<file path="config.mk">
export PLATFORM = sky130hd
export DESIGN_NAME = ppit_top
export DESIGN_NICKNAME = d
export VERILOG_FILES = /design/src/pkg/ppit_pkg.sv /design/src/ppit_top.sv
export SDC_FILE = /design/constraint.sdc
export NUM_CORES = 1
export LEC_CHECK = 0
export ABC_AREA = 1
export BUFFER_PORTS_ARGS = -buffer_cell sky130_fd_sc_hd__buf_2
export CAP_MARGIN = 40
export CORE_ASPECT_RATIO = 2
export CORE_MARGIN = 3
export CORE_UTILIZATION = 64
export DETAILED_ROUTE_END_ITERATION = 8
export GPL_TIMING_DRIVEN = 0
export PLACE_DENSITY_LB_ADDON = 0.2
export SLEW_MARGIN = 40
export SYNTH_ARGS = -nofsm -noshare
export SYNTH_HDL_FRONTEND = slang
export SYNTH_SLANG_ARGS = --single-unit
</file>
<file path="constraint.sdc">
create_clock -name mclk_in -period 6.68 [get_ports mclk_in]
set_input_delay 0.334 -clock mclk_in [delete_from_list [all_inputs] [get_ports mclk_in]]
set_output_delay 0.334 -clock mclk_in [all_outputs]
set_load 0.02 [all_outputs]
</file>
<file path="src/pkg/ppit_pkg.sv">
// ppit_pkg: register map, control bit layout, reset values and state type
// for the two-port, two-timer peripheral; used by the design, the bench uses literal values.
package ppit_pkg;
	localparam logic [3:0] OFF_PORT_A_DATA = 4'h0;
	localparam logic [3:0] OFF_PORT_B_DATA = 4'h1;
	localparam logic [3:0] OFF_PORT_A_DIR  = 4'h2;
	localparam logic [3:0] OFF_PORT_B_DIR  = 4'h3;
	localparam logic [3:0] OFF_TA_LOW      = 4'h4;
	localparam logic [3:0] OFF_TA_HIGH     = 4'h5;
	localparam logic [3:0] OFF_TB_LOW      = 4'h6;
	localparam logic [3:0] OFF_TB_HIGH     = 4'h7;
	localparam logic [3:0] OFF_TA_CTRL     = 4'he;
	localparam logic [3:0] OFF_TB_CTRL     = 4'hf;
	// control register bits
	localparam int CTL_RUN     = 0;
	localparam int CTL_PB_EN   = 1;
	localparam int CTL_TOGGLE  = 2;
	localparam int CTL_ONESHOT = 3;
	localparam int CTL_LOAD    = 4;
	localparam int CTL_SRC_LO  = 5;
	localparam int CTL_SRC_HI  = 6;
	// count source codes (timer a uses only bit CTL_SRC_LO)
	localparam logic [1:0] SRC_CLK    = 2'h0;
	localparam logic [1:0] SRC_CNT    = 2'h1;
	localparam logic [1:0] SRC_TA     = 2'h2;
	localparam logic [1:0] SRC_TA_CNT = 2'h3;
	localparam logic [7:0]  RST_BYTE  = 8'h00;
	localparam logic [15:0] RST_LATCH = 16'hffff;
	localparam int PB_TA_BIT = 6;
	localparam int PB_TB_BIT = 7;

	typedef struct packed {
		logic [15:0] latch;
		logic [15:0] count;
		logic [7:0]  ctrl;
		logic        tgl;
		logic        pulse;
	} ppit_timer_t;

	typedef struct packed {
		logic [7:0]  pa_data;
		logic [7:0]  pb_data;
		logic [7:0]  pa_dir;
		logic [7:0]  pb_dir;
		ppit_timer_t ta;
		ppit_timer_t tb;
		logic [7:0]  rdata;
		logic        strobe_n;
		logic [1:0]  hs_sync;
		logic        hs_prev;
		logic        hs_flag;
		logic        cnt_sync1;
		logic        cnt_sync2;
		logic        cnt_prev;
		logic        ta_uf;
		logic        tb_uf;
		logic        ph_prev;
	} ppit_state_t;
endpackage

</file>
<file path="src/ppit_top.sv">
// ppit_top: two 8-bit parallel ports and two 16-bit interval timers
// behind a 4-bit register select. bus strobes are sampled on mclk_in;
// a request is acted on at the rising edge of the qualifying phase.
// Functional notes
// each port has data and direction registers; direction one means output.
// port data reads return actual pin levels, inputs and outputs alike.
// port b strobe goes low one clock after each port b data access.
// falling edge on handshake input sets the handshake flag only.
// processor accesses port a before port b for 16-bit transfers.
// timers have read-only counter, write-only reload latch.
// run bit starts or halts a timer at any time.
// port-output enable drives timer a on port b bit 6, timer b on bit 7.
// select bit picks toggle or one-cycle pulse output per underflow.
// toggle output set high on start, low on reset.
// one-shot: count to zero, flag, reload, stop.
// continuous: count to zero, flag, reload, repeat.
// force-load strobe copies latch to counter immediately.
// timer a counts clock phases or count-pin pulses.
// timer b counts clock, count pin, timer a underflow, or gated underflow.
// reload on underflow, force load, high-byte write while halted.
// high-byte write while running changes only the latch.
// select 0..3 are port a data, port b data, directions a, b.
// select 4..7 are timer a low, high, timer b low, high.
// control registers at select e and f.
// reset: pins input, registers zero, latches all ones.
// run bit clears itself on one-shot underflow.
// access only while chip select low and phase high; rw high reads.
// decrement once per count event; underflow pulses go out.
// handshake input synchronised before falling-edge detection.
`timescale 1ns/1ps
module ppit_top (
	// clock and reset
	input  wire logic       mclk_in,
	input  wire logic       rst_in,
	// processor bus
	input  wire logic       phase_in,
	input  wire logic       chip_select_n_in,
	input  wire logic       read_write_in,
	input  wire logic [3:0] register_select_in,
	input  wire logic [7:0] data_in,
	output logic      [7:0] data_out,
	output logic            data_oe_n_out,
	// ports
	input  wire logic [7:0] port_a_pins_in,
	output logic      [7:0] port_a_pins_out,
	output logic      [7:0] port_a_pins_oe_n_out,
	input  wire logic [7:0] port_b_pins_in,
	output logic      [7:0] port_b_pins_out,
	output logic      [7:0] port_b_pins_oe_n_out,
	output logic            port_b_strobe_n_out,
	// handshake, count pin, underflow events
	input  wire logic       handshake_n_in,
	input  wire logic       count_input_pin_in,
	output logic            handshake_flag_out,
	output logic            timer_a_underflow_out,
	output logic            timer_b_underflow_out
);
	ppit_pkg::ppit_state_t cur_ff;
	ppit_pkg::ppit_state_t nxt_st;
	logic [7:0] nxt_pb_out;
	logic [7:0] nxt_pb_oe_n;
	logic [7:0] pb_out_ff;
	logic [7:0] pb_oe_n_ff;
	logic [7:0] pa_oe_n_ff;
	logic       oe_n_ff;

	// one timer step; evt already chosen by caller
	function automatic ppit_pkg::ppit_timer_t tmr_step(
		input ppit_pkg::ppit_timer_t t,
		input logic                  evt,
		output logic                 uf
	);
		ppit_pkg::ppit_timer_t n;
		n = t;
		uf = 1'b0;
		n.pulse = 1'b0;
		if (t.ctrl[ppit_pkg::CTL_RUN] && evt)
		begin
			if (t.count == 16'h0000)
			begin
				uf = 1'b1;
				n.count = t.latch;
				n.tgl = ~t.tgl;
				n.pulse = 1'b1;
				if (t.ctrl[ppit_pkg::CTL_ONESHOT])
					n.ctrl[ppit_pkg::CTL_RUN] = 1'b0;
			end
			else
				n.count = t.count - 16'h0001;
		end
		return n;
	endfunction

	// bus write into one timer; runs after the count step so writes win
	function automatic ppit_pkg::ppit_timer_t tmr_write(
		input ppit_pkg::ppit_timer_t t,
		input logic                  wr_lo,
		input logic                  wr_hi,
		input logic                  wr_ctl,
		input logic [7:0]            d
	);
		ppit_pkg::ppit_timer_t n;
		n = t;
		n.ctrl[ppit_pkg::CTL_LOAD] = 1'b0;
		if (wr_lo)
			n.latch[7:0] = d;
		if (wr_hi)
		begin
			n.latch[15:8] = d;
			if (!t.ctrl[ppit_pkg::CTL_RUN])
				n.count = {d, t.latch[7:0]};
			// running: counter untouched
		end
		if (wr_ctl)
		begin
			n.ctrl = d;
			n.ctrl[ppit_pkg::CTL_LOAD] = 1'b0; // strobe, never stored
			if (d[ppit_pkg::CTL_LOAD])
				n.count = t.latch;
			if (d[ppit_pkg::CTL_RUN] && !t.ctrl[ppit_pkg::CTL_RUN])
				n.tgl = 1'b1;
		end
		return n;
	endfunction

	logic       access;
	logic       rd;
	logic       wr;
	logic       cnt_rise;
	logic       ta_evt;
	logic       tb_evt;
	logic       ta_uf;
	logic       tb_uf;
	logic [1:0] tb_src;
	logic [7:0] pa_pins;
	logic [7:0] pb_pins;

	always_comb
	begin
		nxt_st = cur_ff;
		ta_uf = 1'b0;
		tb_uf = 1'b0;
		// one access per phase-high period, taken on its rising edge
		access = phase_in && !cur_ff.ph_prev && !chip_select_n_in;
		rd = access && read_write_in;
		wr = access && !read_write_in;
		nxt_st.ph_prev = phase_in;
		pa_pins = port_a_pins_in;
		pb_pins = port_b_pins_in;

		// count pin sampled twice; edge taken from the second stage only
		nxt_st.cnt_sync1 = count_input_pin_in;
		nxt_st.cnt_sync2 = cur_ff.cnt_sync1;
		nxt_st.cnt_prev = cur_ff.cnt_sync2;
		cnt_rise = cur_ff.cnt_sync2 && !cur_ff.cnt_prev;

		// timer a: clock phase or count pin
		ta_evt = cur_ff.ta.ctrl[ppit_pkg::CTL_SRC_LO] ? cnt_rise :
			(phase_in && !cur_ff.ph_prev);
		nxt_st.ta = tmr_step(cur_ff.ta, ta_evt, ta_uf);
		// timer b: four sources
		tb_src = cur_ff.tb.ctrl[ppit_pkg::CTL_SRC_HI:ppit_pkg::CTL_SRC_LO];
		unique case (tb_src)
			ppit_pkg::SRC_CLK:    tb_evt = phase_in && !cur_ff.ph_prev;
			ppit_pkg::SRC_CNT:    tb_evt = cnt_rise;
			ppit_pkg::SRC_TA:     tb_evt = ta_uf;
			ppit_pkg::SRC_TA_CNT: tb_evt = ta_uf && cur_ff.cnt_sync2;
		endcase
		nxt_st.tb = tmr_step(cur_ff.tb, tb_evt, tb_uf);
		nxt_st.ta_uf = ta_uf;
		nxt_st.tb_uf = tb_uf;

		nxt_st.ta = tmr_write(nxt_st.ta, wr && register_select_in == ppit_pkg::OFF_TA_LOW,
			wr && register_select_in == ppit_pkg::OFF_TA_HIGH,
			wr && register_select_in == ppit_pkg::OFF_TA_CTRL, data_in);
		nxt_st.tb = tmr_write(nxt_st.tb, wr && register_select_in == ppit_pkg::OFF_TB_LOW,
			wr && register_select_in == ppit_pkg::OFF_TB_HIGH,
			wr && register_select_in == ppit_pkg::OFF_TB_CTRL, data_in);

		if (wr)
		begin
			unique case (register_select_in)
				ppit_pkg::OFF_PORT_A_DATA: nxt_st.pa_data = data_in;
				ppit_pkg::OFF_PORT_B_DATA: nxt_st.pb_data = data_in;
				ppit_pkg::OFF_PORT_A_DIR:  nxt_st.pa_dir = data_in;
				ppit_pkg::OFF_PORT_B_DIR:  nxt_st.pb_dir = data_in;
				default: ;
			endcase
		end
		if (rd)
		begin
			unique case (register_select_in)
				ppit_pkg::OFF_PORT_A_DATA: nxt_st.rdata = pa_pins;
				ppit_pkg::OFF_PORT_B_DATA: nxt_st.rdata = pb_pins;
				ppit_pkg::OFF_PORT_A_DIR:  nxt_st.rdata = cur_ff.pa_dir;
				ppit_pkg::OFF_PORT_B_DIR:  nxt_st.rdata = cur_ff.pb_dir;
				ppit_pkg::OFF_TA_LOW:      nxt_st.rdata = cur_ff.ta.count[7:0];
				ppit_pkg::OFF_TA_HIGH:     nxt_st.rdata = cur_ff.ta.count[15:8];
				ppit_pkg::OFF_TB_LOW:      nxt_st.rdata = cur_ff.tb.count[7:0];
				ppit_pkg::OFF_TB_HIGH:     nxt_st.rdata = cur_ff.tb.count[15:8];
				ppit_pkg::OFF_TA_CTRL:     nxt_st.rdata = cur_ff.ta.ctrl;
				ppit_pkg::OFF_TB_CTRL:     nxt_st.rdata = cur_ff.tb.ctrl;
				default:                   nxt_st.rdata = ppit_pkg::RST_BYTE;
			endcase
		end

		// strobe low for exactly one clock after a port b data access
		nxt_st.strobe_n = !(access && register_select_in == ppit_pkg::OFF_PORT_B_DATA);

		// handshake: two-stage sync, falling edge sets sticky flag
		nxt_st.hs_sync = {cur_ff.hs_sync[0], handshake_n_in};
		nxt_st.hs_prev = cur_ff.hs_sync[1];
		if (cur_ff.hs_prev && !cur_ff.hs_sync[1])
			nxt_st.hs_flag = 1'b1;

		// pin drive; timer output overrides direction bit
		nxt_pb_out = nxt_st.pb_data;
		nxt_pb_oe_n = ~nxt_st.pb_dir;
		if (nxt_st.ta.ctrl[ppit_pkg::CTL_PB_EN])
		begin
			nxt_pb_out[ppit_pkg::PB_TA_BIT] = nxt_st.ta.ctrl[ppit_pkg::CTL_TOGGLE] ?
				nxt_st.ta.tgl : nxt_st.ta.pulse;
			nxt_pb_oe_n[ppit_pkg::PB_TA_BIT] = 1'b0;
		end
		if (nxt_st.tb.ctrl[ppit_pkg::CTL_PB_EN])
		begin
			nxt_pb_out[ppit_pkg::PB_TB_BIT] = nxt_st.tb.ctrl[ppit_pkg::CTL_TOGGLE] ?
				nxt_st.tb.tgl : nxt_st.tb.pulse;
			nxt_pb_oe_n[ppit_pkg::PB_TB_BIT] = 1'b0;
		end
	end

	always_ff @(posedge mclk_in or posedge rst_in)
	begin
		if (rst_in)
		begin
			cur_ff <= '0;
			cur_ff.ta.latch <= ppit_pkg::RST_LATCH;
			cur_ff.tb.latch <= ppit_pkg::RST_LATCH;
			cur_ff.strobe_n <= 1'b1;
			cur_ff.hs_sync <= 2'b11;
			cur_ff.hs_prev <= 1'b1;
			pb_out_ff <= 8'h00;
			pb_oe_n_ff <= 8'hff;
			pa_oe_n_ff <= 8'hff;
			oe_n_ff <= 1'b1;
		end
		else
		begin
			cur_ff <= nxt_st;
			pb_out_ff <= nxt_pb_out;
			pb_oe_n_ff <= nxt_pb_oe_n;
			pa_oe_n_ff <= ~nxt_st.pa_dir;
			// bus driven for the phase-high read, one clock behind phase
			oe_n_ff <= !(phase_in && !chip_select_n_in && read_write_in);
		end
	end

	assign data_out              = cur_ff.rdata;
	assign data_oe_n_out         = oe_n_ff;
	assign port_a_pins_out       = cur_ff.pa_data;
	assign port_a_pins_oe_n_out  = pa_oe_n_ff;
	assign port_b_pins_out       = pb_out_ff;
	assign port_b_pins_oe_n_out  = pb_oe_n_ff;
	assign port_b_strobe_n_out   = cur_ff.strobe_n;
	assign handshake_flag_out    = cur_ff.hs_flag;
	assign timer_a_underflow_out = cur_ff.ta_uf;
	assign timer_b_underflow_out = cur_ff.tb_uf;
endmodule

</file>
==> load_flow_metrics.sql <==
INSERT INTO impl_metrics (metric_group, metric, value, unit) VALUES
('outcome', 'status', 'finished with violations', ''),
('outcome', 'violations_in_the_final_reports', 'DRC', ''),
('sta', 'rsz_0062_raised_after_global_routing', 'false', ''),
('route', 'drt.antenna.violating_nets', '0', ''),
('final_layout', 'multi_input_comb_area', '3340', 'um2'),
('global_routing', 'global_route.peak_usage_layer', 'met2', ''),
('final_layout', 'areaGrowthSynthToFinish', '15.5', '%'),
('cts', 'insertion_delay', '0.43', 'ns'),
('yosys', 'largest_family_of_logic_cells_by_synthesized_area', 'simple AND/OR/NAND/NOR gates', ''),
('yosys', 'muxShareOfSynthArea', '0', '%'),
('critical_path', 'worstPathArrival', '2.66', 'ns'),
('global_routing', 'met3_usage', '6.56', '%'),
('route', 'postRouteWirelength', '25000', 'um'),
('yosys', 'synth.avg_cell_area', '7.87', 'um2'),
('route', 'drt-initial-drc-count', '583', ''),
('final_layout', 'post_route_cells_drive_above_1_share', '22.8', '%'),
('global_routing', 'met2_usage', '66.3', '%'),
('sta', 'final.hold.worst_slack', '0.0481', 'ns'),
('critical_path', 'worst_r2r_startpoint', 'cur_ff[29]', ''),
('die', 'core_area', '11900', 'um2'),
('sta', 'max_slew.worst_pin.slew', '0.623', 'ns'),
('sta', 'worst_clock_skew', '0.0103', 'ns'),
('sta', 'clock.fmax', '427', 'MHz'),
('cts', 'clock-sinks', '150', ''),
('die', 'rows', '56', ''),
('yosys', 'synth_area_leaders', 'dfrtp_1 31%, dfstp_2 18%, nand2_1 14%', ''),
('yosys', 'yosys.area_share.simple', '27.8', '%'),
('power', 'power.density', '301', 'nW/um2'),
('global_routing', 'number_of_global_route_vias_before_repair', '7361', ''),
('route', 'num_vias', '7369', ''),
('critical_path', 'worstPathRequired', '6.99', 'ns'),
('critical_path', 'critical_path_class', 'reg -> reg', ''),
('die', 'die_width', '84.7', 'um'),
('die', 'die-height', '163', 'um'),
('cts', 'worst_setup_hold_path_clk_slew', '0.07', 'ns'),
('yosys', 'synth-seq-cells', '150', ''),
('final_layout', 'share_of_the_core_filled_with_cells_in_the_final_layout', '76.8', '%'),
('yosys', 'synth_async_sr_flop_share', '100', '%'),
('sta', 'post-route-min-period', '2.34', 'ns'),
('hold_path', 'hold_class', 'in -> reg', ''),
('yosys', 'compound_gate_fraction_of_synth_area', '12.5', '%'),
('global_routing', 'antenna_found_initial', '0', ''),
('cts', 'numCtsBuffers', '17', ''),
('yosys', 'synth_sequential_area_ratio', '48.2', '%'),
('sta', 'slew_viols_final', '0', ''),
('yosys', 'synth.distinct_cells', '44', ''),
('cts', 'tritoncts', 'done', ''),
('global_routing', 'largest_net_degree_at_the_start_of_global_routing', '69', ''),
('critical_path', 'crit_path_start', 'cur_ff[29]', ''),
('route', 'dr.pass1.iters', '9', ''),
('final_layout', 'fin_nets', '1148', ''),
('yosys', 'synth_area_leader_cell', 'dfrtp_1', ''),
('yosys', 'post_synthesis_cells', '1006', ''),
('die', 'die-area', '13800', 'um2'),
('yosys', 'post-synth-top-count-cell', 'nand2_1', ''),
('yosys', 'synth_edf_count', '0', ''),
('placement', 'hpwl', '18600', 'um'),
('route', 'remaining_drc_errors', '1', ''),
('critical_path', 'critPathCaptureType', 'flip-flop', ''),
('final_layout', 'seq_area', '3820', 'um2'),
('route', 'avgRoutedWirePerCell', '19.7', 'um'),
('yosys', 'post_synth_xor_area_fraction', '1.33', '%'),
('power', 'ir_drop', '0.000255', 'V'),
('power', 'p_leak', '0.00456', 'uW'),
('die', 'floorplan.initialDensity', '66.5', '%'),
('cts', 'clockRootBuffer', 'clkbuf_16', ''),
('global_routing', 'grt_use_total', '37.3', '%'),
('sta', 'totalNegativeSetupSlack', '0', 'ns'),
('cts', 'post_cts.resized_instances', '0', ''),
('hold_path', 'hp-start', 'phase_in', ''),
('yosys', 'top_cell_type_s_share_of_synthesized_area', '30.7', '%');
-- power by group --
| part | leakage, uW | internal [uW] | total [uW] | switching (uW) |
|---|---|---|---|---|
| logic | 0.00252 | 227 | 682 | 455 |
| clock network | 0.000281 | 491 | 918 | 426 |
| registers | 0.00176 | 1050 | 1150 | 99.9 |
-- worst paths after layout --
path	to	slack (ns)	cells after the start
max in group asynchronous	cur_ff[52]	5.66	4
min reg2reg	cur_ff[4]	0.36	0
max	cur_ff[36]	4.34	10
max reg2reg	cur_ff[36]	4.34	10
min	cur_ff[0]	0.05	1
min in group asynchronous	cur_ff[85]	0.39	3
-- state kept, by name, summed over array words and instances (netlist names) --
| signal | flops |
|---|---|
| cur_ff | 105 |
| port_b_pins_oe_n_out | 8 |
| data_oe_n_out | 1 |
| port_a_pins_oe_n_out | 8 |
| port_b_strobe_n_out | 1 |
| handshake_flag_out | 1 |
| port_a_pins_out | 8 |
| timer_a_underflow_out | 1 |
| data_out | 8 |
| port_b_pins_out | 8 |
| timer_b_underflow_out | 1 |
-- critical path: stages (launching register included) --
cell	delay, ns
dfrtp_1	0.37
inv_1	0.14
ha_1	0.32
nand2_1	0.10
nor2_1	0.05
nand2_2	0.21
clkinv_1	0.38
nand2_2	0.23
nand3_2	0.20
nand2_1	0.16
nand2_1	0.08
-- per-layer routing --
metal  vias to the layer above  part of all wire (%)
met4                         0                   8.3
met5                         -                     0
met1                      3409                    32
li1                       3427                     -
met3                       142                   6.7
met2                       391                    53
-- area by class of cell --
cell class	count	area share, %
clock buffer	17	4.65
multi-input combinational	688	36.5
timing repair buffer	84	5.25
inverter	128	5.38
sequential	150	41.8
clock inverter	15	1.46
tap	145	1.98
buffer	40	3.00
-- layout by cell type (no fill, tap or decap), types with 3 or more instances in the layout --
cell / instances
nand2_1: 304
inv_1: 104
dfrtp_1: 97
o21ai_0: 85
buf_2: 82
nor2_1: 81
dfstp_2: 53
nand3_1: 52
a21oi_1: 33
buf_4: 24
o22ai_1: 20
clkbuf_16: 17
nand4_1: 15
inv_2: 14
xor2_1: 12
nor2_2: 11
clkbuf_1: 9
o211ai_1: 9
nand2_2: 8
clkinv_1: 7
o21a_1: 7
nor3_1: 5
nand2_4: 5
o21ai_1: 5
nand3_2: 5
inv_8: 5
inv_6: 5
buf_6: 4
ha_1: 4
clkinv_4: 4
nor2_4: 3
clkinv_2: 3
a31oi_1: 3
a22oi_1: 3
a22o_1: 3
dlygate4sd3_1: 3
-- cells by family after synthesis --
group           after synthesis
simple gates                498
compound gates              174
buf+inv                     168
flops                       150
xor+xnor                     12
fa+ha+maj                     4
-- per-stage QoR --
step	total power, uW	instance area (um2)	std cells
floorplan	1610	7920	1006
global placement	1800	8490	1230
detailed placement	1820	8560	1232
CTS	2730	9140	1266
global route	2870	9150	1267
finish	2750	9150	1267
-- what timing repair did --
action / CTS / global route
setup buffers: 0 / 0
hold buffers: 2 / 1
hold endpoints to repair: 15 / 1
Power figures use the tool's default switching activity.
